`src/hw/link_status_pkg.sv`:
```
// Package with register map, field layout and reset values of the link status slice.
package link_status_pkg;

  // ==========================================================================
  // Register offsets
  localparam logic [7:0] ALIAS_SEVEN_OFFSET     = 8'h48;
  localparam logic [7:0] BACK_CTRL_OFFSET       = 8'h49;
  localparam logic [7:0] REVISION_OFFSET        = 8'h50;
  localparam logic [7:0] INIT_STATUS_OFFSET     = 8'h51;
  localparam logic [7:0] GENERAL_STATUS_OFFSET  = 8'h52;
  localparam logic [7:0] PIN_STATUS_OFFSET      = 8'h53;
  localparam logic [7:0] SELFTEST_COUNT_OFFSET  = 8'h54;
  localparam logic [7:0] FAULT_COUNT_LO_OFFSET  = 8'h55;
  localparam logic [7:0] FAULT_COUNT_HI_OFFSET  = 8'h56;
  localparam logic [7:0] REMOTE_ID_SEVEN_OFFSET = 8'h78;

  // ==========================================================================
  // Field positions
  localparam int ALIAS_ADDR_LSB      = 1;
  localparam int ALIAS_AUTO_ACK_BIT  = 0;
  localparam int CTRL_SELFTEST_CLR   = 5;
  localparam int CTRL_SPARE_BIT      = 4;
  localparam int CTRL_FAULT_CLR      = 3;
  localparam int CTRL_TIMER_MSB      = 2;
  localparam int INIT_CKSUM_OK_BIT   = 7;
  localparam int INIT_DONE_BIT       = 6;
  localparam int GEN_REMOTE_LOCK_BIT = 6;
  localparam int GEN_LINK_LOST_BIT   = 4;
  localparam int GEN_SELFTEST_BIT    = 3;
  localparam int GEN_PLL_LOCK_BIT    = 2;
  localparam int GEN_FAULT_BIT       = 1;
  localparam int GEN_LINK_VALID_BIT  = 0;
  localparam int PIN_COUNT           = 4;
  localparam int FAULT_COUNT_WIDTH   = 16;
  localparam int SELFTEST_WIDTH      = 8;

  // ==========================================================================
  // Reset values
  localparam logic [6:0] ALIAS_RESET      = 7'h00;
  localparam logic [6:0] REMOTE_ID_RESET  = 7'h00;
  localparam logic [2:0] TIMER_RESET      = 3'h0;
  localparam logic       PLL_LOCK_RESET   = 1'b1;
  localparam logic       LINK_VALID_RESET = 1'b1;
  localparam logic [3:0] PIN_RESET        = 4'h0;
  localparam logic [7:0] READ_IDLE        = 8'h00;

endpackage : link_status_pkg

```
`src/hw/sat_counter.sv`:
```
// Saturating event counter whose clear, with a coincident event, restarts the count at one.
`timescale 1ns/1ns
module sat_counter #(
  parameter int WIDTH = 8
) (
  // Clock and reset
  input  wire logic             sys_clk,
  input  wire logic             rst_n,
  // Control
  input  wire logic             count_event,
  input  wire logic             clear,
  // Count
  output logic      [WIDTH-1:0] count_r
);

  logic [WIDTH-1:0] count_nxt;

  // ==========================================================================
  // Next count
  always_comb begin
    count_nxt = count_r;
    if (clear) begin
      count_nxt = '0;
    end
    if (count_event && (clear || count_r != {WIDTH{1'b1}})) begin
      count_nxt = (clear ? {WIDTH{1'b0}} : count_r) + {{(WIDTH-1){1'b0}}, 1'b1};
    end
  end

  always_ff @(posedge sys_clk or negedge rst_n) begin
    if (!rst_n) begin
      count_r <= '0;
    end else begin
      count_r <= count_nxt;
    end
  end

endmodule : sat_counter

```
`src/hw/alias_decoder.sv`:
```
// Remote target alias decoder with address substitution and debug auto-acknowledge.
`timescale 1ns/1ns
module alias_decoder (
  // Clock and reset
  input  wire logic       sys_clk,
  input  wire logic       rst_n,
  // Configuration
  input  wire logic [6:0] alias_addr,
  input  wire logic [6:0] remote_id,
  input  wire logic       auto_ack_en,
  // Incoming transaction
  input  wire logic       req_valid,
  input  wire logic [6:0] req_addr,
  input  wire logic       req_write,
  // Forwarded transaction
  output logic            fwd_valid_r,
  output logic      [6:0] fwd_addr_r,
  output logic            auto_ack_r
);

  logic hit;

  // ==========================================================================
  // Match
  assign hit = req_valid && (alias_addr != 7'h00) && (req_addr == alias_addr);

  always_ff @(posedge sys_clk or negedge rst_n) begin
    if (!rst_n) begin
      fwd_valid_r <= 1'b0;
      fwd_addr_r  <= 7'h00;
      auto_ack_r  <= 1'b0;
    end else begin
      fwd_valid_r <= hit;
      fwd_addr_r  <= hit ? remote_id : 7'h00;
      auto_ack_r  <= hit && req_write && auto_ack_en;
    end
  end

endmodule : alias_decoder

```
`src/hw/serializer_link_status_regs.sv`:
```
// Control and status register slice of the serializer back channel.
//
// Strobed register access was left to the implementer.
`timescale 1ns/1ns
module serializer_link_status_regs
  import link_status_pkg::*;
#(
  // Arbitrary identification values.
  parameter logic [3:0] SILICON_REV  = 4'h1,
  parameter logic [3:0] LAYOUT_VER   = 4'h0
) (
  // Clock and reset
  input  wire logic       sys_clk,
  input  wire logic       rst_n,
  // Register port
  input  wire logic [7:0] reg_addr,
  input  wire logic [7:0] reg_wdata,
  input  wire logic       reg_wr,
  input  wire logic       reg_rd,
  output logic      [7:0] reg_rdata,
  // I2C transaction from the local controller
  input  wire logic       i2c_req_valid,
  input  wire logic [6:0] i2c_req_addr,
  input  wire logic       i2c_req_write,
  // Forwarded I2C transaction
  output logic            i2c_fwd_valid,
  output logic      [6:0] i2c_fwd_addr,
  output logic            i2c_auto_ack,
  // Power-up configuration
  input  wire logic       fuse_load_done,
  input  wire logic       fuse_checksum_valid,
  // Link state from the back-channel logic
  input  wire logic       back_link_valid,
  input  wire logic       forward_pll_locked,
  input  wire logic       remote_lock,
  input  wire logic       checksum_error,
  input  wire logic       selftest_mode,
  input  wire logic       selftest_error,
  // General-purpose pins
  input  wire logic [3:0] pin_levels,
  input  wire logic [3:0] pin_is_input,
  // Control outputs
  output logic      [2:0] link_detection_timer,
  output logic            checksum_fault_clear,
  output logic            selftest_count_clear
);

  // ==========================================================================
  // Declarations
  logic [6:0]  remote_alias_addr_seven_r;
  logic        auto_ack_en_r;
  logic [6:0]  remote_id_seven_r;
  logic [2:0]  timer_r;
  logic        ctrl_spare_r;
  logic        fault_clr_r;
  logic        selftest_clr_r;
  logic        fuse_checksum_ok_r;
  logic        init_done_r;
  logic        remote_lock_r;
  logic        link_lost_r;
  logic        selftest_fault_flag_r;
  logic        forward_pll_locked_r;
  logic        fault_flag_r;
  logic        back_link_valid_r;
  logic [3:0]  pin_meta_r;
  logic [3:0]  pin_sync_r;
  logic [3:0]  pin_input_levels_r;
  logic [7:0]  rdata_r;
  logic [7:0]  rdata_nxt;
  logic        fault_clear_req;
  logic        selftest_clear_req;
  logic        link_change;
  logic        pll_unlock;
  logic        fault_event;
  logic        selftest_event;
  logic [7:0]  selftest_fault_count;
  logic [15:0] fault_count;

  // ==========================================================================
  // Decode
  function automatic logic hit(input logic strobe, input logic [7:0] addr,
                               input logic [7:0] offset);
    hit = strobe && (addr == offset);
  endfunction : hit

  assign fault_clear_req    = (hit(reg_wr, reg_addr, BACK_CTRL_OFFSET)
                               && reg_wdata[CTRL_FAULT_CLR])
                              || hit(reg_rd, reg_addr, BACK_CTRL_OFFSET);
  assign selftest_clear_req = hit(reg_wr, reg_addr, BACK_CTRL_OFFSET)
                              && reg_wdata[CTRL_SELFTEST_CLR];
  assign link_change        = back_link_valid != back_link_valid_r;
  assign pll_unlock         = forward_pll_locked_r && !forward_pll_locked;
  assign fault_event        = checksum_error && back_link_valid;
  assign selftest_event     = selftest_error && selftest_mode;

  // ==========================================================================
  // Alias seven and remote target id
  always_ff @(posedge sys_clk or negedge rst_n) begin
    if (!rst_n) begin
      remote_alias_addr_seven_r <= ALIAS_RESET;
      auto_ack_en_r             <= 1'b0;
    end else if (hit(reg_wr, reg_addr, ALIAS_SEVEN_OFFSET)) begin
      remote_alias_addr_seven_r <= reg_wdata[7:ALIAS_ADDR_LSB];
      auto_ack_en_r             <= reg_wdata[ALIAS_AUTO_ACK_BIT];
    end
  end

  always_ff @(posedge sys_clk or negedge rst_n) begin
    if (!rst_n) begin
      remote_id_seven_r <= REMOTE_ID_RESET;
    end else if (hit(reg_wr, reg_addr, REMOTE_ID_SEVEN_OFFSET)) begin
      remote_id_seven_r <= reg_wdata[7:ALIAS_ADDR_LSB];
    end
  end

  alias_decoder u_alias_decoder (
    .sys_clk     (sys_clk),
    .rst_n       (rst_n),
    .alias_addr  (remote_alias_addr_seven_r),
    .remote_id   (remote_id_seven_r),
    .auto_ack_en (auto_ack_en_r),
    .req_valid   (i2c_req_valid),
    .req_addr    (i2c_req_addr),
    .req_write   (i2c_req_write),
    .fwd_valid_r (i2c_fwd_valid),
    .fwd_addr_r  (i2c_fwd_addr),
    .auto_ack_r  (i2c_auto_ack)
  );

  // ==========================================================================
  // Back-channel control
  always_ff @(posedge sys_clk or negedge rst_n) begin
    if (!rst_n) begin
      timer_r      <= TIMER_RESET;
      ctrl_spare_r <= 1'b0;
    end else if (hit(reg_wr, reg_addr, BACK_CTRL_OFFSET)) begin
      timer_r      <= reg_wdata[CTRL_TIMER_MSB:0];
      ctrl_spare_r <= reg_wdata[CTRL_SPARE_BIT];
    end
  end

  // ==========================================================================
  // Self-clearing clear strobes, high for one cycle after the access.
  always_ff @(posedge sys_clk or negedge rst_n) begin
    if (!rst_n) begin
      fault_clr_r <= 1'b0;
    end else begin
      fault_clr_r <= fault_clear_req;
    end
  end

  always_ff @(posedge sys_clk or negedge rst_n) begin
    if (!rst_n) begin
      selftest_clr_r <= 1'b0;
    end else begin
      selftest_clr_r <= selftest_clear_req;
    end
  end

  // ==========================================================================
  // Power-up configuration status
  always_ff @(posedge sys_clk or negedge rst_n) begin
    if (!rst_n) begin
      init_done_r <= 1'b0;
    end else if (fuse_load_done) begin
      init_done_r <= 1'b1;
    end
  end

  // The checksum result is taken once, on the first cycle of a finished load.
  always_ff @(posedge sys_clk or negedge rst_n) begin
    if (!rst_n) begin
      fuse_checksum_ok_r <= 1'b0;
    end else if (fuse_load_done && !init_done_r) begin
      fuse_checksum_ok_r <= fuse_checksum_valid;
    end
  end

  // ==========================================================================
  // Link state sampling
  always_ff @(posedge sys_clk or negedge rst_n) begin
    if (!rst_n) begin
      remote_lock_r <= 1'b0;
    end else begin
      remote_lock_r <= remote_lock;
    end
  end

  // The delayed copy also serves the unlock edge detector, so it resets locked.
  always_ff @(posedge sys_clk or negedge rst_n) begin
    if (!rst_n) begin
      forward_pll_locked_r <= PLL_LOCK_RESET;
    end else begin
      forward_pll_locked_r <= forward_pll_locked;
    end
  end

  // The delayed copy also serves the link change detector, so it resets valid.
  always_ff @(posedge sys_clk or negedge rst_n) begin
    if (!rst_n) begin
      back_link_valid_r <= LINK_VALID_RESET;
    end else begin
      back_link_valid_r <= back_link_valid;
    end
  end

  // ==========================================================================
  // Sticky flags; a new event wins over a clear in the same cycle
  always_ff @(posedge sys_clk or negedge rst_n) begin
    if (!rst_n) begin
      link_lost_r <= 1'b0;
    end else if (link_change) begin
      link_lost_r <= 1'b1;
    end else if (fault_clear_req || pll_unlock) begin
      link_lost_r <= 1'b0;
    end
  end

  always_ff @(posedge sys_clk or negedge rst_n) begin
    if (!rst_n) begin
      fault_flag_r <= 1'b0;
    end else if (fault_event) begin
      fault_flag_r <= 1'b1;
    end else if (fault_clear_req) begin
      fault_flag_r <= 1'b0;
    end
  end

  always_ff @(posedge sys_clk or negedge rst_n) begin
    if (!rst_n) begin
      selftest_fault_flag_r <= 1'b0;
    end else if (selftest_event) begin
      selftest_fault_flag_r <= 1'b1;
    end else if (selftest_clear_req) begin
      selftest_fault_flag_r <= 1'b0;
    end
  end

  // ==========================================================================
  // Error counters
  sat_counter #(
    .WIDTH (SELFTEST_WIDTH)
  ) u_selftest_count (
    .sys_clk     (sys_clk),
    .rst_n       (rst_n),
    .count_event (selftest_event),
    .clear       (selftest_clear_req),
    .count_r     (selftest_fault_count)
  );

  sat_counter #(
    .WIDTH (FAULT_COUNT_WIDTH)
  ) u_fault_count (
    .sys_clk     (sys_clk),
    .rst_n       (rst_n),
    .count_event (fault_event),
    .clear       (fault_clear_req),
    .count_r     (fault_count)
  );

  // ==========================================================================
  // General-purpose pin readback
  always_ff @(posedge sys_clk or negedge rst_n) begin
    if (!rst_n) begin
      pin_meta_r <= PIN_RESET;
      pin_sync_r <= PIN_RESET;
    end else begin
      pin_meta_r <= pin_levels;
      pin_sync_r <= pin_meta_r;
    end
  end

  always_ff @(posedge sys_clk or negedge rst_n) begin
    if (!rst_n) begin
      pin_input_levels_r <= PIN_RESET;
    end else begin
      for (int i = 0; i < PIN_COUNT; i++) begin
        if (pin_is_input[i]) begin
          pin_input_levels_r[i] <= pin_sync_r[i];
        end
      end
    end
  end

  // ==========================================================================
  // Read data
  always_comb begin
    rdata_nxt = READ_IDLE;
    if (reg_rd) begin
      case (reg_addr)
        ALIAS_SEVEN_OFFSET: begin
          rdata_nxt = {remote_alias_addr_seven_r, auto_ack_en_r};
        end
        BACK_CTRL_OFFSET: begin
          rdata_nxt = {3'h0, ctrl_spare_r, 1'b0, timer_r};
        end
        REVISION_OFFSET: begin
          rdata_nxt = {SILICON_REV, LAYOUT_VER};
        end
        INIT_STATUS_OFFSET: begin
          rdata_nxt[INIT_CKSUM_OK_BIT] = fuse_checksum_ok_r;
          rdata_nxt[INIT_DONE_BIT]     = init_done_r;
        end
        GENERAL_STATUS_OFFSET: begin
          rdata_nxt[GEN_REMOTE_LOCK_BIT] = remote_lock_r;
          rdata_nxt[GEN_LINK_LOST_BIT]   = link_lost_r;
          rdata_nxt[GEN_SELFTEST_BIT]    = selftest_fault_flag_r;
          rdata_nxt[GEN_PLL_LOCK_BIT]    = forward_pll_locked_r;
          rdata_nxt[GEN_FAULT_BIT]       = fault_flag_r;
          rdata_nxt[GEN_LINK_VALID_BIT]  = back_link_valid_r;
        end
        PIN_STATUS_OFFSET: begin
          rdata_nxt = {4'h0, pin_input_levels_r};
        end
        SELFTEST_COUNT_OFFSET: begin
          rdata_nxt = selftest_fault_count;
        end
        FAULT_COUNT_LO_OFFSET: begin
          rdata_nxt = fault_count[7:0];
        end
        FAULT_COUNT_HI_OFFSET: begin
          rdata_nxt = fault_count[15:8];
        end
        REMOTE_ID_SEVEN_OFFSET: begin
          rdata_nxt = {remote_id_seven_r, 1'b0};
        end
        default: begin
          rdata_nxt = READ_IDLE;
        end
      endcase
    end
  end

  always_ff @(posedge sys_clk or negedge rst_n) begin
    if (!rst_n) begin
      rdata_r <= READ_IDLE;
    end else begin
      rdata_r <= rdata_nxt;
    end
  end

  // ==========================================================================
  // Outputs
  assign reg_rdata            = rdata_r;
  assign link_detection_timer = timer_r;
  assign checksum_fault_clear = fault_clr_r;
  assign selftest_count_clear = selftest_clr_r;

endmodule : serializer_link_status_regs

```
`config.mk`:
```
export PLATFORM = sky130hd
export DESIGN_NAME = serializer_link_status_regs
export DESIGN_NICKNAME = d
export VERILOG_FILES = /design/src/hw/link_status_pkg.sv /design/src/hw/sat_counter.sv /design/src/hw/alias_decoder.sv /design/src/hw/serializer_link_status_regs.sv
export SDC_FILE = /design/constraint.sdc
export NUM_CORES = 1
export LEC_CHECK = 0
export BUFFER_PORTS_ARGS = -buffer_cell sky130_fd_sc_hd__buf_2
export CAP_MARGIN = 20
export CORE_AREA = 2 2 110 112
export DETAILED_ROUTE_END_ITERATION = 7
export DIE_AREA = 0 0 112 114
export PLACE_DENSITY = 0.59
export SLEW_MARGIN = 10
export SYNTH_ARGS = -nofsm -noshare
export SYNTH_HDL_FRONTEND = slang
export SYNTH_SLANG_ARGS = --single-unit
```
`constraint.sdc`:
```
create_clock -name sys_clk -period 2.1 [get_ports sys_clk]
set_input_delay 0 -clock sys_clk [delete_from_list [all_inputs] [get_ports sys_clk]]
set_output_delay 0 -clock sys_clk [all_outputs]
set_load 0.05 [all_outputs]
```
---- Word-level counts from Yosys, hierarchy flattened ----
Cells that the tools add are included.
word-level totals
  register bits ........................... 82
  latch bits .............................. 0
  memory bits (writable) .................. 0
  memory bits (read-only) ................. 0
  input port bits ......................... 45
  output and inout port bits .............. 22
  logic and storage cells ................. 85
  memories ................................ 0
cells by class
  add/sub/neg operators ................... 2
  multipliers ............................. 0
  div/mod/pow operators ................... 0
  order comparisons ....................... 0
  equal/unequal tests ..................... 14
  shift operators ......................... 0
  multiplexer cells ....................... 16
  bitwise gates (word level) .............. 0
  reduce and logical (&&, ||, !) cells .... 26
operators by type and width
  cell                                                                   count
  8-bit by 7-bit equality test with 1-bit output, second input constant  10
  5-bit one-hot mux with 9 select lines                                  1
  16-bit 2-to-1 mux                                                      2
  8-bit 2-to-1 mux                                                       3
  16-bit by 1-bit adder with 16-bit output, second input constant        1
  1-bit logical AND                                                      16
  16-bit != test, second input constant                                  1
  8-bit by 1-bit adder with 8-bit output, second input constant          1
  8-bit != test, second input constant                                   1
  7-bit equality test                                                    1
  7-bit 2-to-1 mux                                                       1
  1-bit one-hot mux with 7 select lines                                  1
  7-bit nonzero test                                                     1
  1-bit 2-to-1 mux                                                       6
  1-bit one-hot mux with 6 select lines                                  1
  2-bit nonzero test                                                     3
  1-bit one-hot mux with 5 select lines                                  1
  1-bit logical OR                                                       4
  1-bit zero test                                                        2
  1-bit != test                                                          1

---- Longest topological paths before layout ----
Gate-level depths: netlist of the first run.
  depth in word-level cells ............... 7
  gate-level depth with buffers ........... 9
  mapped depth without buffers ............ 8

---- Hierarchy ----
From an unflattened synthesis of the first run, not the netlist that was laid out.
second synthesis, totals
  cell total of the unflattened synthesis .. 348
  area total of the unflattened synthesis .. 4011.3 sq um
by module, submodules not included
  module                           instances  cells each  area each (sq um)  seq. area each (sq um)
  serializer_link_status_regs      1          181         2215.9             1228.7
  sat_counter at u_fault_count     1          94          943.4              400.4
  sat_counter at u_selftest_count  1          43          444.2              200.2
  alias_decoder                    1          30          407.9              225.2

---- Worst setup path before layout of the first run ----
OpenSTA, ideal clock, no wires.
  kind .................................... in2reg
  start point ............................. in reg_addr[0]
  end point ............................... reg u_fault_count.count_r[12]
  setup time .............................. 0.077 ns
  arrival ................................. 1.867 ns
  data required time ...................... 2.023 ns
  setup slack ............................. 0.156 ns
  stages on the path ...................... 9
  buffers on the path ..................... 1
  cells stage by stage .................... clkbuf_1 -> nor4b_2 -> nand3_1 -> and2_1 -> ha_1 -> nand3_1 -> or4_1 -> or3_1 -> a21oi_1
between the ends
  cells in the longest elaborated chain, start to end .. 7
  elaborated cells on any way between the ends .. 10
  classes of those cells .................. add/sub (1); eq/ne (1); mux (2); reduce/logical (6)
ends and longest elaborated chain
  element                                                                        line                                  text
  start, declared                                                                serializer_link_status_regs.sv:16     input wire logic [7:0] reg_addr,
  8-bit by 7-bit equality test with 1-bit output (*)                             serializer_link_status_regs.sv:83     hit = strobe && (addr == offset);
  1-bit logical AND                                                              serializer_link_status_regs.sv:83
  1-bit logical AND                                                              serializer_link_status_regs.sv:87     && reg_wdata[CTRL_FAULT_CLR])
  1-bit logical OR (*)                                                           serializer_link_status_regs.sv:88     || hit(reg_rd, reg_addr, BACK_CTRL_OFFSET);
  16-bit 2-to-1 mux or 1-bit logical OR (tied branches)                          -
  16-bit by 1-bit adder with 16-bit output or 1-bit logical AND (tied branches)  sat_counter.sv:26, sat_counter.sv:25
  16-bit 2-to-1 mux (*)                                                          sat_counter.sv:25                     if (count_event && (clear || count_r != {WIDTH{1'b1}})) begin
  named net u_fault_count.count_nxt[12]                                          sat_counter.sv:16                     logic [WIDTH-1:0] count_nxt;
  end signal, assigned                                                           sat_counter.sv:34                     count_r <= count_nxt;
  end, declared                                                                  sat_counter.sv:13                     output logic [WIDTH-1:0] count_r
Mark *: on every way through the listed nets, which the timed path passes. The rest lies on a longest branch.
A chain may end at the register's enable or synchronous reset.

---- Worst setup path after layout of the first run ----
  start point ............................. reg u_fault_count.count_r[0]
  end point ............................... reg u_fault_count.count_r[10]
between the ends
  cells in the longest elaborated chain, start to end .. 4
  elaborated cells on any way between the ends .. 6
  classes of those cells .................. add/sub (1); eq/ne (1); mux (2); reduce/logical (2)
ends and longest elaborated chain
  element                                                                           line
  branches (longest 3 deep; another with 16-bit by 1-bit adder with 16-bit output)  -
  16-bit 2-to-1 mux (*)                                                             sat_counter.sv:25
  named net u_fault_count.count_nxt[10]                                             sat_counter.sv:16
Mark *: on every way through the listed nets, which the timed path passes.

==> run metrics, run 1 <==
Via density 5.339; gr usage total 0.1666; Pins Over Slew Limit 0; FF-to-FF End u_fault_count.count_r[10]$_DFF_PN0_; Worst Path Arrival 2.22 ns; vias in the first global route around 3300; crit-path leading delay family simple AND/OR/NAND/NOR gates; core box area 11710 um^2; CTS buffer count 9; critical-path maximum fanout 6; crit-path cells and2_1 > ha_1 > and3_1 > nand3_1 > or4_1 > a21oi_1; Leak 2.341 nW; latest clock arrival within the worst-skew pair 0.34 ns; drt total wl 10.04 mm; Post-layout nets between 500 and 600; most common cell after layout, fill and taps aside dfrtp_1; Fill cells 1128; clk sink count 82; RSZ-0062 raised after global routing no; placed cell count 570; # rows 40; post-synthesis sequential area ratio 0.5175; die area 12770 um^2; largest net degree at the start of global routing 43; final non-filler cell total 613; R2R setup slack roughly 0.14 ns; Hold Violations, Final 0; FFs w/ async S/R, synth 1.000; layout cells sized above 1 0.2940; DRT Pass-1 Iters 4; HP Class primary input to flop; dpl hpwl 7.249 mm; # setup viols final 0; Final WS setup 0.1375 ns; CP bufs+invs 0; PwrDens ~790 nW/um^2; Die Ht 114 um; worst slack at placement roughly 0.056 ns; crit path time final between 1.5 and 2 ns; Worst Skew 0.007848 ns; Worst Reg-to-Reg Cells 6; Post-synth EDFFs 0; most frequent cells in the layout dfrtp_1, buf_2, mux2_2; initial antenna violation count 0; startpoint types flop; Ys Warns 0; Worst-path clk slew 0.07 ns; hold worst-path end reg_rdata[4]$_DFF_PN0_; via count approximately 3300; Avg Inst Size Synth between 10 and 15 um^2; Post-CTS Setup Bufs 0; Mapped Cells 357; status finished, final reports clean; Least-Margin Pin Slew 0.6470 ns; post-route setup TNS 0 ns; WS Path Type flop to flop; Mapped Area a little under 4000 um^2; Layout Area Growth over Synthesis 28.74%; Starting Density 0.3390; CP required 2.35 ns; first-pass GRT wire length 16.87 mm; crit-path max cell delay 0.51 ns; CP max stage cell or4_1; reg-to-reg startpoint u_fault_count.count_r[0]$_DFF_PN0_; drt initial violations 178; post-CTS resize count 0; CTS tree built; CTS root buf clkbuf_16; max cap viols 0; Die Wd 112 um; Most used DFF post-synth dfrtp_1; GR Overflow Total 0; fmax between 0.5 and 0.6 GHz; Critical Path End Type flop; Synth Register Bits 82; H-tree depth 3; average wire per standard cell 16.38 um; Port Buffers between 60 and 70; syn_nets 404; I/O Pins 67; Max clock buf depth 2; hold path start reg_rd; DRC viols 0; Min-Delay Path Depth 3; antenna fix cells 0; Synth cell types 55; RePlAce Congestion 0.8964; Slew HR 0.5650; Tcrit/Tclk final 0.9345; DRT antenna net count 0; Max rail drop VDD about 0.34 mV
## cell usage after synthesis, types with 3 or more instances
master | instances | area share
xnor2_1 | 3 | 0.0066
and2_1 | 14 | 0.022
nand2_1 | 21 | 0.020
or3_1 | 9 | 0.014
nor4_1 | 3 | 0.0047
dfrtp_1 | 80 | 0.50
nand2b_1 | 4 | 0.0063
inv_1 | 8 | 0.0076
nor3_1 | 8 | 0.010
nand3_1 | 19 | 0.024
or4_1 | 7 | 0.013
and3_1 | 6 | 0.0095
o21ai_0 | 10 | 0.013
nor2b_1 | 8 | 0.013
a21oi_1 | 22 | 0.028
nand4_1 | 7 | 0.011
mux2_2 | 30 | 0.085
o2bb2ai_1 | 4 | 0.0088
nor2_1 | 8 | 0.0076
clkbuf_1 | 5 | 0.0047
a31oi_1 | 4 | 0.0063
o221ai_1 | 3 | 0.0066
a22o_1 | 4 | 0.0088
mux2i_1 | 10 | 0.025
xor2_1 | 5 | 0.011
o31ai_1 | 10 | 0.019
a32oi_1 | 6 | 0.013
buf_2 | 6 | 0.0076
## where the power goes
group,internal (mW),switching [mW]
sequential,1.70,0.136
clock,0.970,0.667
combinational,0.265,0.293
total,2.94,1.10
## routing by layer
metal  up-vias  routed length (um)  global-route usage
met2        76                4833              0.2675
li1       1555                   -                   -
met5         -                   0                   0
met3        12                 404             0.02338
met4         0                 153             0.06667
met1      1630                4650              0.2299
## final cells by class
class	instances	area [um^2]	share of cell area
multi-input combinational	255	1826	0.3572
timing repair buffer	105	705.7	0.1381
tap	147	183.9	0.03599
clock buffer	10	239.0	0.04676
sequential	82	2054	0.4020
inverter	8	30.03	0.005875
clock inverter	6	72.57	0.01420
## sequential cells by signal (all words and copies together) (netlist names), 3 cells and up
signal	flops
link_detection_timer	3
u_selftest_count.count_r	8
pin_input_levels_r	4
pin_meta_r	4
pin_sync_r	4
reg_rdata	8
remote_id_seven_r	7
remote_alias_addr_seven_r	7
u_fault_count.count_r	16
u_alias_decoder.fwd_addr_r	7
## repair_timing
action | CTS | global route
hold endpoints to repair | 79 | 0
hold buffers | 27 | 0
endpoints found under the setup margin | 0 | 0
## worst max-delay path by stage
stage,start,endpoint,slack [ns],depth (start not counted)
2_1_floorplan,reg_addr[0],u_fault_count.count_r[12]$_DFF_PN0_,0.16,9
3_3_place_gp,reg_addr[3],u_fault_count.count_r[12]$_DFF_PN0_,0.13,9
3_5_place_dp,reg_addr[3],u_fault_count.count_r[10]$_DFF_PN0_,0.06,9
4_1_cts,u_fault_count.count_r[0]$_DFF_PN0_,u_fault_count.count_r[10]$_DFF_PN0_,0.14,6
5_1_grt,u_fault_count.count_r[0]$_DFF_PN0_,u_fault_count.count_r[14]$_DFF_PN0_,0.02,6
6_report,u_fault_count.count_r[0]$_DFF_PN0_,u_fault_count.count_r[10]$_DFF_PN0_,0.14,6
## worst min-delay path, cell delays in order
cell and delay [ns]:
buf_2 0.12, o31ai_1 0.17, a21oi_1 0.06
## kinds of logic (layout without fill, tap and decap cells)
| group | count (synthesis) | after routing | synth area share |
|---|---|---|---|
| AOI/OAI and AO/OA | 77 | 77 | 0.1355 |
| adders and majority gates | 2 | 2 | 0.006302 |
| buffers and inverters | 20 | 129 | 0.02269 |
| muxes | 40 | 40 | 0.1103 |
| xor gates and xnor gates | 8 | 8 | 0.01765 |
| and+or+nand+nor | 128 | 128 | 0.1900 |
| DFF | 82 | 82 | 0.5175 |
## stage by stage
stage          utilization  hold slack (ns)  power, mW  cell area (um^2)
2_1_floorplan            -          -0.2956      2.153              3970
3_3_place_gp        0.3868          0.01936      2.379              4529
3_5_place_dp        0.3868          0.02108      2.386              4529
4_1_cts             0.4364          0.03574      4.088              5111
5_1_grt             0.4364          0.07555      4.231              5111
6_report            0.4364          0.04681      4.035              5111
No activity file was read; power rests on OpenSTA's default activity.
==> inputs of run 2 (changes only) <==
--- a/config.mk
+++ b/config.mk
@@ -5,7 +5,7 @@
 export SDC_FILE = /design/constraint.sdc
 export NUM_CORES = 1
 export LEC_CHECK = 0
-export BUFFER_PORTS_ARGS = -buffer_cell sky130_fd_sc_hd__buf_2
+export BUFFER_PORTS_ARGS = -buffer_cell sky130_fd_sc_hd__clkbuf_2
 export CAP_MARGIN = 20
 export CORE_AREA = 2 2 110 112
 export DETAILED_ROUTE_END_ITERATION = 7
==> run 2 against run 1 <==
Against the previous run: final cell count up 0.16%; design area hardly changed; count of clock-buffer cells in the layout stayed put; sequential power is essentially flat; critical path depth is the same; worst setup slack gained 0.033 ns; sequential share of layout area about the same; fmax up 1.7%; largest cell class unchanged; largest power group unchanged.
==> run metrics, run 2 (synthesis gave the netlist of run 1 again) <==
status finished, final reports clean; worst slack at placement 0.05187 ns; via count 3258; drt total wl around 10 mm; Hold Violations, Final 0; crit-path cells and2_1 > ha_1 > and3_1 > nand3_2 > or4_1 > a21oi_1; Reg with most FFs u_fault_count.count_r; GRT Max-Usage Layer met2; post-route setup TNS 0 ns; Port Buffers 66; CP max stage cell or4_1; H-tree depth 3; average wire per standard cell 16.35 um; M1 GR Usage 0.2232; Die Wd 112 um; DRT Pass-1 Iters 4; WS Path Type flop to flop; Post-layout nets 509; Leak roughly 2.3 nW; clk sink count 82; fmax 0.5184 GHz; RSZ-0062 raised after global routing no; Via density 5.306; core box area ~12000 um^2; Die Ht 114 um; Starting Density 0.3390; final non-filler cell total approximately 610; max cap viols 0; startpoint types flop; placed cell count 571; crit-path max cell delay 0.50 ns; crit path time final 1.929 ns; FF/Latch Area between 2000 and 2500 um^2; M2 GR Usage 0.2663; DRT antenna net count 0; # rows 40; Worst Path Arrival 2.19 ns; vias in the first global route 3258; dpl hpwl 7.415 mm; GR Overflow Total 0; I/O Pins 67; initial antenna violation count 0; Max clock buf depth 2; latest clock arrival within the worst-skew pair 0.35 ns; Final WS setup 0.1710 ns; antenna fix cells 0; crit-path leading delay family simple AND/OR/NAND/NOR gates; first-pass GRT wire length 16.80 mm; Max rail drop VDD 0.3436 mV; Slew HR 0.5574; die area 12770 um^2; critical-path maximum fanout 6; gr usage total 0.1665; CP bufs+invs 0; PwrDens around 800 nW/um^2; most common cell after layout, fill and taps aside dfrtp_1; GR Layer Usage met3 0.02816; Worst-path clk slew 0.06 ns; HP Class primary input to flop; DRC viols 0; Critical Path End Type flop; multi-input logic area 1831 um^2; CTS tree built; # setup viols final 0; total power about 4.0 mW; CTS root buf clkbuf_16; Least-Margin Pin Slew 0.6583 ns; Fill cells 1149; most frequent cells in the layout dfrtp_1, clkbuf_2, mux2_2; max reg flops 16; CTS buffer count 9; RePlAce Congestion 0.8999; Tcrit/Tclk final 0.9186; layout cells sized above 1 0.2976; CP required 2.36 ns; Layout Area Growth over Synthesis 28.87%; largest net degree at the start of global routing 43; Pins Over Slew Limit 0; drt initial violations approximately 160; Worst Skew around 0.007 ns
[run 2: final timing paths]
kind                                                     from                               endpoint  slack, ns  cells past startpoint
max                        u_fault_count.count_r[0]$_DFF_PN0_    u_fault_count.count_r[14]$_DFF_PN0_       0.17                      6
min                                            selftest_error  u_selftest_count.count_r[7]$_DFF_PN0_       0.03                      4
max reg2reg                u_fault_count.count_r[0]$_DFF_PN0_    u_fault_count.count_r[14]$_DFF_PN0_       0.17                      6
min reg2reg                           pin_meta_r[2]$_DFF_PN0_                pin_sync_r[2]$_DFF_PN0_       0.35                      0
max in group asynchronous                               rst_n               ctrl_spare_r$_DFFE_PN0N_       1.33                      3
min in group asynchronous                               rst_n         checksum_fault_clear$_DFF_PN0_       0.17                      2
[run 2: layout make-up]
type	count	area share
Inverter	8	0.005869
Sequential cell	82	0.4016
Multi-Input combinational cell	255	0.3578
Tap cell	147	0.03595
Timing Repair Buffer	106	0.1394
Clock buffer	10	0.04671
Clock inverter	6	0.01272
[run 2: power breakdown]
part / internal, mW / switching [mW] / total, mW
clock: 0.955 / 0.653 / 1.61
sequential: 1.70 / 0.144 / 1.85
combinational: 0.265 / 0.290 / 0.555
[run 2: worst reg2reg max path: stages (launching register included)]
cell     delay (ns)
dfrtp_1        0.39
and2_1         0.18
ha_1           0.18
and3_1         0.24
nand3_2        0.16
or4_1          0.50
a21oi_1        0.19
[run 2: timing repair]
action / CTS / global route
endpoints found under the hold margin: 78 / 0
hold buffers: 27 / 0
buffers inserted: 0 / 0
resized for setup: 0 / 1
endpoints found under the setup margin: 0 / 1
[run 2: metrics by stage]
| stage | hold slack [ns] | util | area, um^2 |
|---|---|---|---|
| floorplan | -0.2956 | - | 3970 |
| global placement | 0.01331 | 0.3874 | 4537 |
| detailed placement | 0.01979 | 0.3874 | 4537 |
| CTS | 0.02702 | 0.4364 | 5111 |
| global route | 0.07103 | 0.4369 | 5116 |
| finish | 0.02708 | 0.4369 | 5116 |
[run 2: per-layer routing]
layer | routed length [um] | part of all wire
met4 | 212 | 0.021
met3 | 401 | 0.040
met1 | 4706 | 0.47
met2 | 4719 | 0.47
met5 | 0 | 0
